===== src/pkg/tsf_pkg.sv =====
/*
 * Constants and carrier types for the transaction status flag bank.
 * Assumes one 100 MHz clock domain and an APB master on the register side.
 */
//
// Overview of operation
// - each source's done flag is set when its transaction completes and cleared when it begins.
// - every done flag powers up as one and is forced to one on each bus reset.
// - done flags sit at bits 0-4 and 6, error flags eight bits higher, retry flags at bits 16-20.
// - the data transmit error flag is set on an errored end and also on an abort of that transfer.
// - an error flag is set on an errored end and cleared on a clean end or a new begin.
// - data transmit and data receive error flags reset to zero and hold their value across bus reset.
// - the other error flags reset to zero and are cleared on each bus reset.
// - a retry flag is set when its source starts retrying after a busy acknowledge.
// - a retry flag is cleared when the retry ends on a non-busy acknowledge, a time-out or a bus reset.
// - every retry flag powers up as zero and is cleared on each bus reset.
// - a bus reset alters no other bit of the status register.
package tsf_pkg;

   localparam int unsigned NSRC          = 6;      // sources, autoresponse last
   localparam logic [11:0] TTCS_OFFSET   = 12'h060;
   localparam logic [11:0] IRQ_STAT_OFF  = 12'h070;
   localparam logic [11:0] IRQ_MASK_OFF  = 12'h074;
   localparam int unsigned DONE_POS      = 0;
   localparam int unsigned ERR_POS       = 8;
   localparam int unsigned RETRY_POS     = 16;
   localparam logic [5:0]  DONE_RESET    = 6'h3F;
   localparam logic [5:0]  ERR_RESET     = 6'h00;
   localparam logic [4:0]  RETRY_RESET   = 5'h00;
   localparam logic [5:0]  ERR_KEEP_BRST = 6'h03;  // data tx and data rx errors survive bus reset
   localparam logic [5:0]  IRQ_RESET     = 6'h00;

   // per-source event strobes from the transmit engine
   typedef struct packed {
      logic [5:0] begin_x;   // transaction begins
      logic [5:0] end_ok;    // ends without errors
      logic [5:0] end_err;   // ends with errors
      logic [4:0] retry_go;  // busy ack received, retry starts
      logic [4:0] retry_end; // non-busy ack or retry time-out
      logic       abort_dt;  // abort of the data transmit transfer
      logic       bus_reset;
   } tsf_events_t;

   // packs the flag vectors into register image; gaps read as zero
   function automatic logic [31:0] tsf_image(input logic [5:0] done, input logic [5:0] err,
                                             input logic [4:0] rtry);
      logic [31:0] w;
      w = 32'h0000_0000;
      w[DONE_POS +: 5] = done[4:0];
      w[DONE_POS + 6]  = done[5];
      w[ERR_POS +: 5]  = err[4:0];
      w[ERR_POS + 6]   = err[5];
      w[RETRY_POS +: 5] = rtry;
      return w;
   endfunction : tsf_image

endpackage : tsf_pkg


===== src/hdl/tsf_status_flags.sv =====
/*
 * Transaction status flag bank with APB slave and a sticky interrupt.
 * Assumes event strobes are one-cycle pulses from logic on clk_in.
 */
`timescale 1ns/1ps
module tsf_status_flags (
   // clock and reset
   input  wire logic                 clk_in,
   input  wire logic                 rst_n_in,
   // transmit engine events
   input  wire tsf_pkg::tsf_events_t ev_in,
   // apb slave
   input  wire logic                 psel_in,
   input  wire logic                 penable_in,
   input  wire logic                 pwrite_in,
   input  wire logic [11:0]          paddr_in,
   input  wire logic [31:0]          pwdata_in,
   output logic                      pready_out,
   output logic                      pslverr_out,
   output logic [31:0]               prdata_out,
   // interrupt
   output logic                      irq_out
);

   ////////////////////////////////////////////////////////////////////////
   // flag state
   logic [5:0] done_q, done_d;
   logic [5:0] err_q, err_d;
   logic [4:0] rtry_q, rtry_d;
   logic [5:0] irq_stat_q, irq_stat_d;
   logic [5:0] irq_mask_q, irq_mask_d;
   logic [31:0] prdata_q, prdata_d;
   logic        pslverr_q, pslverr_d;

   // bus reset forces done high; otherwise completion sets, begin clears
   assign done_d = ev_in.bus_reset ? tsf_pkg::DONE_RESET
                 : (done_q & ~ev_in.begin_x) | ev_in.end_ok | ev_in.end_err;

   // errored end or abort sets; clean end or begin clears; set wins
   wire [5:0] err_set = ev_in.end_err | {5'h00, ev_in.abort_dt};
   wire [5:0] err_clr = ev_in.end_ok | ev_in.begin_x;
   wire [5:0] err_ev  = (err_q & ~err_clr) | err_set;
   assign err_d = ev_in.bus_reset ? (err_ev & tsf_pkg::ERR_KEEP_BRST)
                                  : err_ev;

   // busy ack starts a retry; non-busy ack, time-out or bus reset ends it
   assign rtry_d = ev_in.bus_reset ? tsf_pkg::RETRY_RESET
                 : (rtry_q & ~ev_in.retry_end) | ev_in.retry_go;

   // flags only change on events; host writes never reach them
   always_ff @(posedge clk_in or negedge rst_n_in) begin
      if (!rst_n_in) begin
         done_q <= tsf_pkg::DONE_RESET;
         err_q  <= tsf_pkg::ERR_RESET;
         rtry_q <= tsf_pkg::RETRY_RESET;
      end else begin
         done_q <= done_d;
         err_q  <= err_d;
         rtry_q <= rtry_d;
      end
   end

   ////////////////////////////////////////////////////////////////////////
   // apb decode, zero wait states
   wire        wr_acc   = psel_in & penable_in & pwrite_in;
   wire        rd_acc   = psel_in & penable_in & ~pwrite_in;
   wire        hit_ttcs = (paddr_in == tsf_pkg::TTCS_OFFSET);
   wire        hit_stat = (paddr_in == tsf_pkg::IRQ_STAT_OFF);
   wire        hit_mask = (paddr_in == tsf_pkg::IRQ_MASK_OFF);
   wire        hit_any  = hit_ttcs | hit_stat | hit_mask;
   wire [31:0] img      = tsf_pkg::tsf_image(done_q, err_q, rtry_q);

   // read data registered at the setup phase so it is stable in the access phase
   wire        setup_rd = psel_in & ~penable_in & ~pwrite_in;
   assign prdata_d = ~setup_rd ? prdata_q
                   : hit_ttcs ? img
                   : hit_stat ? {26'h0000000, irq_stat_q}
                   : hit_mask ? {26'h0000000, irq_mask_q}
                   : 32'h0000_0000;
   assign pslverr_d = setup_rd | (psel_in & ~penable_in) ? ~hit_any : pslverr_q;

   ////////////////////////////////////////////////////////////////////////
   // interrupt: rising edges of done and error flags, write one to clear
   wire [5:0] irq_ev  = (done_d & ~done_q) | (err_d & ~err_q);
   wire [5:0] w1c     = (wr_acc & hit_stat) ? pwdata_in[5:0] : 6'h00;
   assign irq_stat_d = (irq_stat_q & ~w1c) | irq_ev;   // set beats clear
   assign irq_mask_d = (wr_acc & hit_mask) ? pwdata_in[5:0] : irq_mask_q;

   // bus side registers; write to the status word itself is dropped
   always_ff @(posedge clk_in or negedge rst_n_in) begin
      if (!rst_n_in) begin
         irq_stat_q <= tsf_pkg::IRQ_RESET;
         irq_mask_q <= tsf_pkg::IRQ_RESET;
         prdata_q   <= 32'h0000_0000;
         pslverr_q  <= 1'b0;
      end else begin
         irq_stat_q <= irq_stat_d;
         irq_mask_q <= irq_mask_d;
         prdata_q   <= prdata_d;
         pslverr_q  <= pslverr_d;
      end
   end

   assign pready_out  = 1'b1;
   assign pslverr_out = pslverr_q & psel_in & penable_in;
   assign prdata_out  = prdata_q;
   assign irq_out     = |(irq_stat_q & irq_mask_q);

   ////////////////////////////////////////////////////////////////////////
   // per-source checks, so that every bit of each flag vector is watched and not just one sample index
   for (genvar i = 0; i < 6; i++) begin : g_src_chk

   end

   for (genvar j = 0; j < 5; j++) begin : g_rtry_chk

   end
endmodule : tsf_status_flags


===== config.mk =====
export PLATFORM = sky130hd
export DESIGN_NAME = tsf_status_flags
export DESIGN_NICKNAME = d
export VERILOG_FILES = /design/src/pkg/tsf_pkg.sv /design/src/hdl/tsf_status_flags.sv
export SDC_FILE = /design/constraint.sdc
export NUM_CORES = 1
export LEC_CHECK = 0
export BUFFER_PORTS_ARGS = -buffer_cell sky130_fd_sc_hd__buf_2
export CORE_ASPECT_RATIO = 1.2
export CORE_UTILIZATION = 41
export DETAILED_ROUTE_END_ITERATION = 6
export PLACE_DENSITY_LB_ADDON = 0.3
export SLEW_MARGIN = 20
export SYNTH_ARGS = -nofsm -noshare
export SYNTH_HDL_FRONTEND = slang
export SYNTH_SLANG_ARGS = --single-unit

===== constraint.sdc =====
create_clock -name clk_in -period 0.8 [get_ports clk_in]
set_input_delay 0.16 -clock clk_in [delete_from_list [all_inputs] [get_ports clk_in]]
set_output_delay 0.16 -clock clk_in [all_outputs]
set_load 0.01 [all_outputs]

==> results of run 1 <==
## metrics by stage
stage / setup WS (ns) / instance area (um^2) / hold slack (ns) / setup TNS, ns
global route: -0.566 / 3280 / 0.000568 / -13.72
detailed placement: -0.595 / 2790 / 0.169 / -16.42
global placement: -0.588 / 2790 / 0.163 / -16.23
CTS: -0.516 / 3120 / 0.00860 / -9.77
finish: -0.524 / 3280 / 0.0132 / -11.28
floorplan: -0.404 / 2360 / -0.136 / -9.67
## how the worst max path moves through the flow
| stage | startpoint | to | slack, ns | cells after the start |
|---|---|---|---|---|
| after floorplan | paddr_in[10] | irq_mask_q[2] | -0.40 | 4 |
| after global placement | paddr_in[10] | irq_mask_q[2] | -0.59 | 5 |
| after detailed placement | paddr_in[10] | irq_mask_q[2] | -0.59 | 5 |
| after CTS | irq_mask_q[3] | irq_out | -0.52 | 3 |
| after global routing | irq_mask_q[3] | irq_out | -0.57 | 3 |
| final | irq_stat_q[5] | irq_out | -0.52 | 3 |
## placed cells by master (no fill, tap or decap), types with 2 or more instances in the layout
| master | count |
|---|---|
| o211ai_1 | 4 |
| nor2_2 | 2 |
| o21ai_2 | 9 |
| conb_1 | 15 |
| a2bb2oi_1 | 5 |
| nor2_1 | 20 |
| buf_2 | 68 |
| buf_12 | 2 |
| dfrtp_1 | 42 |
| mux2_2 | 5 |
| mux2_4 | 2 |
| inv_1 | 14 |
| buf_6 | 8 |
| and4_4 | 3 |
| nor3_1 | 6 |
| buf_4 | 32 |
| dfstp_2 | 6 |
| nand2_1 | 19 |
| a22o_1 | 12 |
| a21oi_1 | 9 |
| inv_2 | 5 |
| dlygate4sd3_1 | 6 |
| o21ai_1 | 15 |
| a22oi_1 | 3 |
| clkbuf_8 | 7 |
| nand4_1 | 2 |
| nand2b_1 | 2 |
| o21ai_4 | 2 |
## sequential cells by signal, summed over array words and instances, names as in the netlist
name	count
done_q	6
irq_stat_q	6
prdata_out	18
irq_mask_q	6
rtry_q	5
pslverr_q	1
err_q	6
## power by group through the flow
stage / combinational (mW) / sequential (mW) / clock, mW
floorplan: 0.277 / 2.55 / 0
global placement: 0.498 / 2.56 / 0
detailed placement: 0.507 / 2.56 / 0
CTS: 0.562 / 2.51 / 1.93
global route: 0.657 / 2.52 / 2.03
finish: 0.597 / 2.52 / 1.89
## worst max-delay path: cells and delay by family, from the launching register on
family                 cells  cell delay, ns
buffers and inverters      1            0.16
and+or+nand+nor            1            0.12
DFF                        1            0.40
AOI/OAI and AO/OA          1            0.18
## cells by family after synthesis
| logic type | count (synthesis) | share of synthesized area, % |
|---|---|---|
| compound gates | 65 | 18.2 |
| simple gates | 64 | 14.7 |
| flops | 48 | 52.9 |
| buf+inv | 41 | 10.1 |
| mux | 7 | 3.78 |
| other cells | 2 | 0.329 |
## layer usage
metal / global-route usage, % / part of all wire, % / vias to the layer above
li1: - / - / 994
met2: 33.3 / 52 / 58
met3: 4.47 / 4.4 / 12
met4: 10.0 / 2.6 / 0
met5: 0 / 0 / -
met1: 23.8 / 41 / 1012
## final cells by class
| type | instances | area (um^2) |
|---|---|---|
| sequential | 48 | 1210 |
| tap | 62 | 77.6 |
| clock inverter | 1 | 30.0 |
| multi-input combinational | 152 | 1030 |
| timing repair buffer | 116 | 771 |
| fill | 444 | 2050 |
| clock buffer | 7 | 96.3 |
| inverter | 19 | 71.3 |
## timing repair
action	4_1_cts	5_1_grt
setup endpoints to repair	57	56
hold buffers	5	1
cloned	1	0
hold endpoints to repair	46	1
gates resized for setup	31	25
buffers inserted	12	7
pin swaps	21	20
==> flow_metrics.py, run 1 <==
metrics = {
    "routing": {
        "wl_um": 5740,
        "vias": 2076,
        "wl_per_cell_um": 14.2,
        "ant_nets": 0,
        "drt-pass1-iter-count": 4,
        "avgViaCountPerCell": 5.13,
        "drt_iter0_markers": 65,
        "drc": 0,
    },
    "pwr": {
        "swShare_pct": 22.9,
        "powerDensity_nw_per_um2": 1520,
        "p_leak_nw": 1.70,
        "vdd_drop_max_mv": 1.01,
        "p_comb_share_pct": 11.9,
        "p_clk_share_pct": 37.7,
        "p_seq_share_pct": 50.3,
        "total_power_mw": 5.00,
        "switchingPower_mw": 1.15,
        "internal_power_mw": 3.85,
    },
    "sta": {
        "setup_viol_count_final": 52,
        "skew_ns": 0.00517,
        "grt_setup_unrepaired": "true",
        "fin_crit_sh_pct": 166,
        "hold_violations": 0,
        "max_freq_mhz": 755,
        "maxSlewViolCount": 0,
        "finalWorstPathRequiredPeriod_ns": 1.32,
        "setup_ws_ns": -0.524,
    },
    "placed_design": {
        "dp_hpwl_um": 3770,
        "dpl.cell_count": 371,
        "io_buffers": 72,
        "gp_congestion": 0.738,
    },
    "synth": {
        "ys_types": 35,
        "yosysMostFrequentCell": "dfrtp_1",
        "ys_seq_area_share_pct": 52.9,
        "synthesis.area_um2": 2290,
        "synth_top_cells_by_count": "dfrtp_1, o21ai_0, nor2_1",
        "ys_ff_latch": 48,
        "synth_top_area_share_pct": 46.0,
        "syn_inst": 227,
        "yosys.area.top_type": "dfrtp_1",
        "ys_warn_count": 0,
        "synth_flop_cell": "dfrtp_1",
        "async_flop_share_pct": 100,
        "synthTopCellsByArea": "dfrtp_1, dfstp_2, o21ai_0",
        "synth-edff-count": 0,
        "syn_avg_cell_area_um2": 10.1,
    },
    "cells_and_area": {
        "drive_above_1_share_pct": 47.5,
        "fin_util_pct": 61.5,
        "fin_nets": 421,
        "area_growth_pct": 43.6,
        "num_antenna_cells": 0,
        "stdcell_count": 405,
    },
    "critical_path": {
        "r2r-end": "prdata_out[3]",
        "path_max_fanout": 3,
        "crit_chain": "a22oi_1 -> nand3_1 -> buf_2",
        "cp_slowest_cell": "dfrtp_1",
        "timing.reg2reg.setup_slack_ns": -0.26,
        "r2r-start": "irq_stat_q[3]",
        "start_kind": "register",
        "slowest_delay_ns": 0.40,
        "critical_path_class": "register to output pin",
        "crit_arrival_ns": 1.16,
        "required_ns": 0.64,
        "ff2ff_path_depth": 5,
        "endpoint_kind": "output pin",
    },
    "min_path": {
        "hp-start": "ev_in[26]",
        "min_to": "done_q[2]",
        "holdPathStages": 2,
        "min_path_type": "input pin to register",
    },
    "clock_tree": {
        "clk-insertion-delay-late_ns": 0.30,
        "clkSinkCount": 48,
        "cts_tree": "built",
        "clkSlewWorstSetupHoldPaths_ns": 0.09,
        "cts_made_buffers": 5,
        "cts_buffer_depth": 2,
        "cts_root_buf": "clkbuf_8",
        "htreeDepth": 2,
    },
    "job": {
        "maxCapViolCount": 0,
    },
    "status": {
        "violations": "setup timing",
        "status": "complete, but fails checks",
    },
    "global_routing": {
        "antenna_found_initial": 0,
        "gr-usage-all-layers_pct": 19.9,
        "grt_pass1_wl_um": 9150,
        "grt_max_degree": 49,
        "grt_pass1_vias": 2009,
        "grt_overflow_total": 0,
    },
    "floorplanning": {
        "coreArea_um2": 5330,
        "pin_count": 114,
        "row_count": 29,
        "die_x_um": 70.2,
        "die_height_um": 83.8,
        "start_util_pct": 42.9,
        "fp.dieArea_um2": 5880,
    },
}
Note: power is estimated with default switching activity, not from simulation.
==> run 2, diff against run 1 <==
--- a/config.mk
+++ b/config.mk
@@ -10,6 +10,7 @@
 export CORE_UTILIZATION = 41
 export DETAILED_ROUTE_END_ITERATION = 6
 export PLACE_DENSITY_LB_ADDON = 0.3
+export SETUP_SLACK_MARGIN = 0.05
 export SLEW_MARGIN = 20
 export SYNTH_ARGS = -nofsm -noshare
 export SYNTH_HDL_FRONTEND = slang
==> flow_metrics.py, run 2 (synthesized netlist as in run 1, its figures left out) <==
metrics = {
    "status": {
        "status": "complete, but fails checks",
        "violations": "setup timing",
    },
    "routing": {
        "vias": 2089,
        "drt-pass1-iter-count": 4,
        "ant_nets": 0,
        "wl_um": 6050,
        "drc": 0,
        "drt_iter0_markers": 110,
        "wl_per_cell_um": 14.7,
        "avgViaCountPerCell": 5.08,
    },
    "clock_tree": {
        "cts_made_buffers": 5,
        "cts_buffer_depth": 2,
        "clk-insertion-delay-late_ns": 0.29,
        "cts_root_buf": "clkbuf_8",
        "clkSinkCount": 48,
        "htreeDepth": 2,
        "clkSlewWorstSetupHoldPaths_ns": 0.09,
        "cts_tree": "built",
    },
    "critical_path": {
        "crit_arrival_ns": 1.20,
        "r2r-start": "irq_stat_q[5]",
        "r2r-end": "prdata_out[5]",
        "critical_path_class": "register to output pin",
        "endpoint_kind": "output pin",
        "required_ns": 0.64,
        "timing.reg2reg.setup_slack_ns": -0.26,
        "start_kind": "register",
        "path_max_fanout": 2,
        "ff2ff_path_depth": 4,
    },
    "cells_and_area": {
        "fin_nets": 427,
        "num_antenna_cells": 0,
        "area_growth_pct": 45.6,
        "largest_reg_flops": 18,
        "drive_above_1_share_pct": 54.4,
        "final_common_cell": "buf_2",
        "most-common-layout-cells": "buf_2, dfrtp_1, buf_4",
        "fin_util_pct": 62.4,
    },
    "pwr": {
        "powerDensity_nw_per_um2": 1360,
        "p_leak_nw": 1.73,
        "vdd_drop_max_mv": 0.867,
    },
    "job": {
        "maxCapViolCount": 0,
    },
    "min_path": {
        "min_to": "done_q[5]",
        "holdPathStages": 2,
        "hp-start": "ev_in[29]",
        "min_path_type": "input pin to register",
    },
    "floorplanning": {
        "pin_count": 114,
        "coreArea_um2": 5330,
        "die_height_um": 83.8,
        "die_x_um": 70.2,
        "row_count": 29,
        "start_util_pct": 42.9,
        "fp.dieArea_um2": 5880,
    },
    "sta": {
        "grt_setup_unrepaired": "true",
        "finalWorstPathRequiredPeriod_ns": 1.36,
        "max_freq_mhz": 736,
        "maxSlewViolCount": 0,
        "skew_ns": 0.00654,
        "totalNegativeSetupSlack_ns": -10.30,
        "setup_viol_count_final": 56,
        "hold_violations": 0,
        "fin_crit_sh_pct": 170,
        "setup_ws_ns": -0.559,
    },
    "global_routing": {
        "grtUsageMet3_pct": 3.02,
        "use_met1_pct": 25.4,
        "antenna_found_initial": 0,
        "grt_max_degree": 49,
        "gr-usage-all-layers_pct": 20.5,
        "use_met2_pct": 36.0,
        "grt_pass1_vias": 2039,
        "grt_pass1_wl_um": 9540,
        "top_usage_layer": "met2",
        "grt_overflow_total": 0,
    },
    "placed_design": {
        "dp_hpwl_um": 3920,
        "gp_congestion": 0.783,
        "io_buffers": 72,
    },
}
-- run 2: cell types whose count changed in the layout (fill, tap and decap cells not counted), sizes merged --
cell	delta
clkinv	+1
buf	+11
dlygate4sd3	-5
bufinv	-1
-- run 2: worst max-delay path by stage --
stage / depth (start not counted) / end / from / slack [ns]
detailed placement: 6 / prdata_out[0] / paddr_in[9] / -0.61
CTS: 3 / irq_out / irq_stat_q[4] / -0.53
global route: 3 / irq_out / irq_stat_q[4] / -0.62
floorplan: 4 / irq_mask_q[2] / paddr_in[10] / -0.40
global placement: 5 / irq_mask_q[2] / paddr_in[10] / -0.59
finish: 3 / irq_out / irq_mask_q[4] / -0.56
-- run 2: final cells by class --
class	count	area, um^2
clock inverter	1	8.76
multi-input combinational	152	1060
timing repair buffer	122	823
inverter	19	71.3
clock buffer	7	76.3
fill	462	2010
sequential	48	1210
tap	62	77.6
-- run 2: critical path, cell delays in order (launching register included) --
cell and delay [ns]:
dfrtp_1 0.41, a22oi_2 0.25, nand3_1 0.11, buf_2 0.15
-- run 2: layer usage --
| layer | part of all wire [%] | wire [um] |
|---|---|---|
| met5 | 0 | 0 |
| met4 | 2.4 | 144 |
| met3 | 3.7 | 226 |
| met2 | 53 | 3200 |
| met1 | 41 | 2480 |
-- run 2: metrics by stage --
step	instance area (um^2)	power, mW	hold slack (ns)	cells	setup slack [ns]
2_1_floorplan	2360	2.83	-0.136	240	-0.404
3_3_place_gp	2840	3.07	0.163	379	-0.589
3_5_place_dp	2840	3.08	0.165	379	-0.610
4_1_cts	3150	4.51	0.00468	402	-0.530
5_1_grt	3330	4.72	0.00524	411	-0.622
6_report	3330	4.54	0.0100	411	-0.559
-- run 2: power by group --
part / internal [mW] / switching, mW
combinational: 0.274 / 0.336
sequential: 2.48 / 0.0396
clock: 0.626 / 0.786
total: 3.38 / 1.16
-- run 2: what timing repair did --
action                                  CTS  global route
pin swaps                                24            15
hold endpoints to repair                 42             0
gates resized for setup                  47            29
setup buffers                            13            10
cloned                                    1             0
endpoints found under the setup margin   58            60
hold buffers                              1             0
==> run 3, diff against run 2 <==
--- a/config.mk
+++ b/config.mk
@@ -8,8 +8,9 @@
 export BUFFER_PORTS_ARGS = -buffer_cell sky130_fd_sc_hd__buf_2
 export CORE_ASPECT_RATIO = 1.2
 export CORE_UTILIZATION = 41
+export CTS_CLUSTER_SIZE = 30
 export DETAILED_ROUTE_END_ITERATION = 6
-export PLACE_DENSITY_LB_ADDON = 0.3
+export PLACE_DENSITY_LB_ADDON = 0.12
 export SETUP_SLACK_MARGIN = 0.05
 export SLEW_MARGIN = 20
 export SYNTH_ARGS = -nofsm -noshare
==> flow_metrics.py, run 3 (synthesized netlist as in run 1, its figures left out) <==
metrics = {
    "global_routing": {
        "top_usage_layer": "met2",
        "use_met2_pct": 34.6,
        "grt_pass1_wl_um": 9300,
        "grt_max_degree": 21,
        "antenna_found_initial": 0,
        "grt_pass1_vias": 1995,
        "gr-usage-all-layers_pct": 20.4,
        "grt_overflow_total": 0,
        "grtUsageMet3_pct": 4.11,
        "use_met1_pct": 26.4,
    },
    "clock_tree": {
        "cts_made_buffers": 5,
        "cts_root_buf": "clkbuf_8",
        "clk-insertion-delay-late_ns": 0.30,
        "cts_tree": "built",
        "clkSinkCount": 48,
        "clkSlewWorstSetupHoldPaths_ns": 0.09,
        "cts_buffer_depth": 2,
        "htreeDepth": 2,
    },
    "cells_and_area": {
        "most-common-layout-cells": "buf_2, dfrtp_1, buf_4",
        "area_growth_pct": 48.1,
        "final_common_cell": "buf_2",
        "largest_reg_flops": 18,
        "drive_above_1_share_pct": 53.1,
        "num_antenna_cells": 0,
        "stdcell_count": 416,
        "fin_nets": 432,
    },
    "status": {
        "status": "complete, but fails checks",
        "violations": "setup timing",
    },
    "floorplanning": {
        "coreArea_um2": 5330,
        "start_util_pct": 42.9,
        "fp.dieArea_um2": 5880,
        "row_count": 29,
        "die_x_um": 70.2,
        "pin_count": 114,
        "die_height_um": 83.8,
    },
    "critical_path": {
        "start_kind": "register",
        "r2r-start": "irq_mask_q[4]",
        "timing.reg2reg.setup_slack_ns": -0.26,
        "slowest_delay_ns": 0.41,
        "r2r-end": "prdata_out[4]",
        "crit_chain": "a22oi_2 -> nand3_1 -> buf_2",
        "cp_slowest_cell": "dfrtp_1",
        "path_max_fanout": 3,
        "crit_arrival_ns": 1.15,
        "critical_path_class": "register to output pin",
        "required_ns": 0.64,
        "endpoint_kind": "output pin",
        "ff2ff_path_depth": 6,
    },
    "pwr": {
        "p_clk_share_pct": 31.8,
        "swShare_pct": 26.5,
        "p_leak_nw": 1.75,
        "p_comb_share_pct": 13.9,
        "powerDensity_nw_per_um2": 1370,
        "internal_power_mw": 3.41,
        "p_seq_share_pct": 54.3,
        "total_power_mw": 4.64,
        "switchingPower_mw": 1.23,
        "vdd_drop_max_mv": 0.955,
    },
    "routing": {
        "avgViaCountPerCell": 4.94,
        "vias": 2057,
        "ant_nets": 0,
        "wl_um": 5770,
        "drc": 0,
        "drt-pass1-iter-count": 4,
        "wl_per_cell_um": 13.9,
        "drt_iter0_markers": 81,
    },
    "job": {
        "maxCapViolCount": 0,
    },
    "sta": {
        "skew_ns": 0.00486,
        "totalNegativeSetupSlack_ns": -10.78,
        "setup_viol_count_final": 56,
        "finalWorstPathRequiredPeriod_ns": 1.31,
        "setup_ws_ns": -0.512,
        "fin_crit_sh_pct": 164,
        "grt_setup_unrepaired": "true",
        "max_freq_mhz": 762,
        "whs_ns": 0.0195,
        "maxSlewViolCount": 0,
        "hold_violations": 0,
    },
    "min_path": {
        "holdPathStages": 2,
        "hp-start": "ev_in[26]",
        "min_to": "done_q[2]",
        "min_path_type": "input pin to register",
    },
    "placed_design": {
        "gp_congestion": 0.817,
        "io_buffers": 72,
        "dp_hpwl_um": 3950,
        "dpl.cell_count": 379,
    },
}
-- run 3: changes by cell type in the layout (fill, tap and decap cells not counted), sizes merged --
cell	delta
dlygate4sd3	+5
clkbuf	-2
clkinvlp	+1
inv	+1
-- run 3: worst max path at each step --
| stage | depth (start not counted) | startpoint | to |
|---|---|---|---|
| floorplan | 4 | paddr_in[10] | irq_mask_q[2] |
| global placement | 5 | paddr_in[10] | irq_mask_q[2] |
| detailed placement | 5 | paddr_in[10] | irq_mask_q[4] |
| CTS | 3 | irq_stat_q[4] | irq_out |
| global route | 3 | irq_stat_q[4] | irq_out |
| finish | 3 | irq_mask_q[3] | irq_out |
-- run 3: repair_timing --
| action | in CTS | in global routing |
|---|---|---|
| gates cloned | 1 | 0 |
| endpoints found under the hold margin | 46 | 1 |
| hold buffers | 5 | 1 |
| setup endpoints to repair | 57 | 60 |
| gates resized for setup | 37 | 24 |
| buffers inserted | 13 | 10 |
| pin swaps | 17 | 11 |
-- run 3: cell type report --
| cell class | count | area (um^2) |
|---|---|---|
| multi-input combinational | 152 | 1070 |
| clock buffer | 5 | 68.8 |
| sequential | 48 | 1210 |
| timing repair buffer | 127 | 872 |
| tap | 62 | 77.6 |
| fill | 466 | 1950 |
| inverter | 19 | 71.3 |
| clock inverter | 3 | 21.3 |
-- run 3: power by group through the flow --
stage	Combinational, mW	Clock (mW)	Sequential (mW)
floorplan	0.278	0	2.55
global placement	0.537	0	2.56
detailed placement	0.548	0	2.56
CTS	0.604	1.51	2.51
global route	0.709	1.63	2.53
finish	0.642	1.48	2.52
-- run 3: stage by stage --
stage               cell area, um^2  util [%]  setup WS (ns)
floorplan                      2360         -         -0.404
global placement               2860      53.7         -0.590
detailed placement             2860      53.7         -0.628
CTS                            3200      59.9         -0.543
global route                   3390      63.5         -0.575
finish                         3390      63.5         -0.512
-- run 3: layer usage --
metal,up-vias,share of wire (%)
met2,49,51
li1,1011,-
met4,0,1.1
met5,-,0
met1,991,44
met3,6,3.7
-- run 3: critical path, delay by kind of cell, from the launching register on --
family	cells	cell delay [ns]
AOI/OAI and AO/OA	1	0.19
buffers and inverters	1	0.15
and+or+nand+nor	1	0.10
DFF	1	0.41
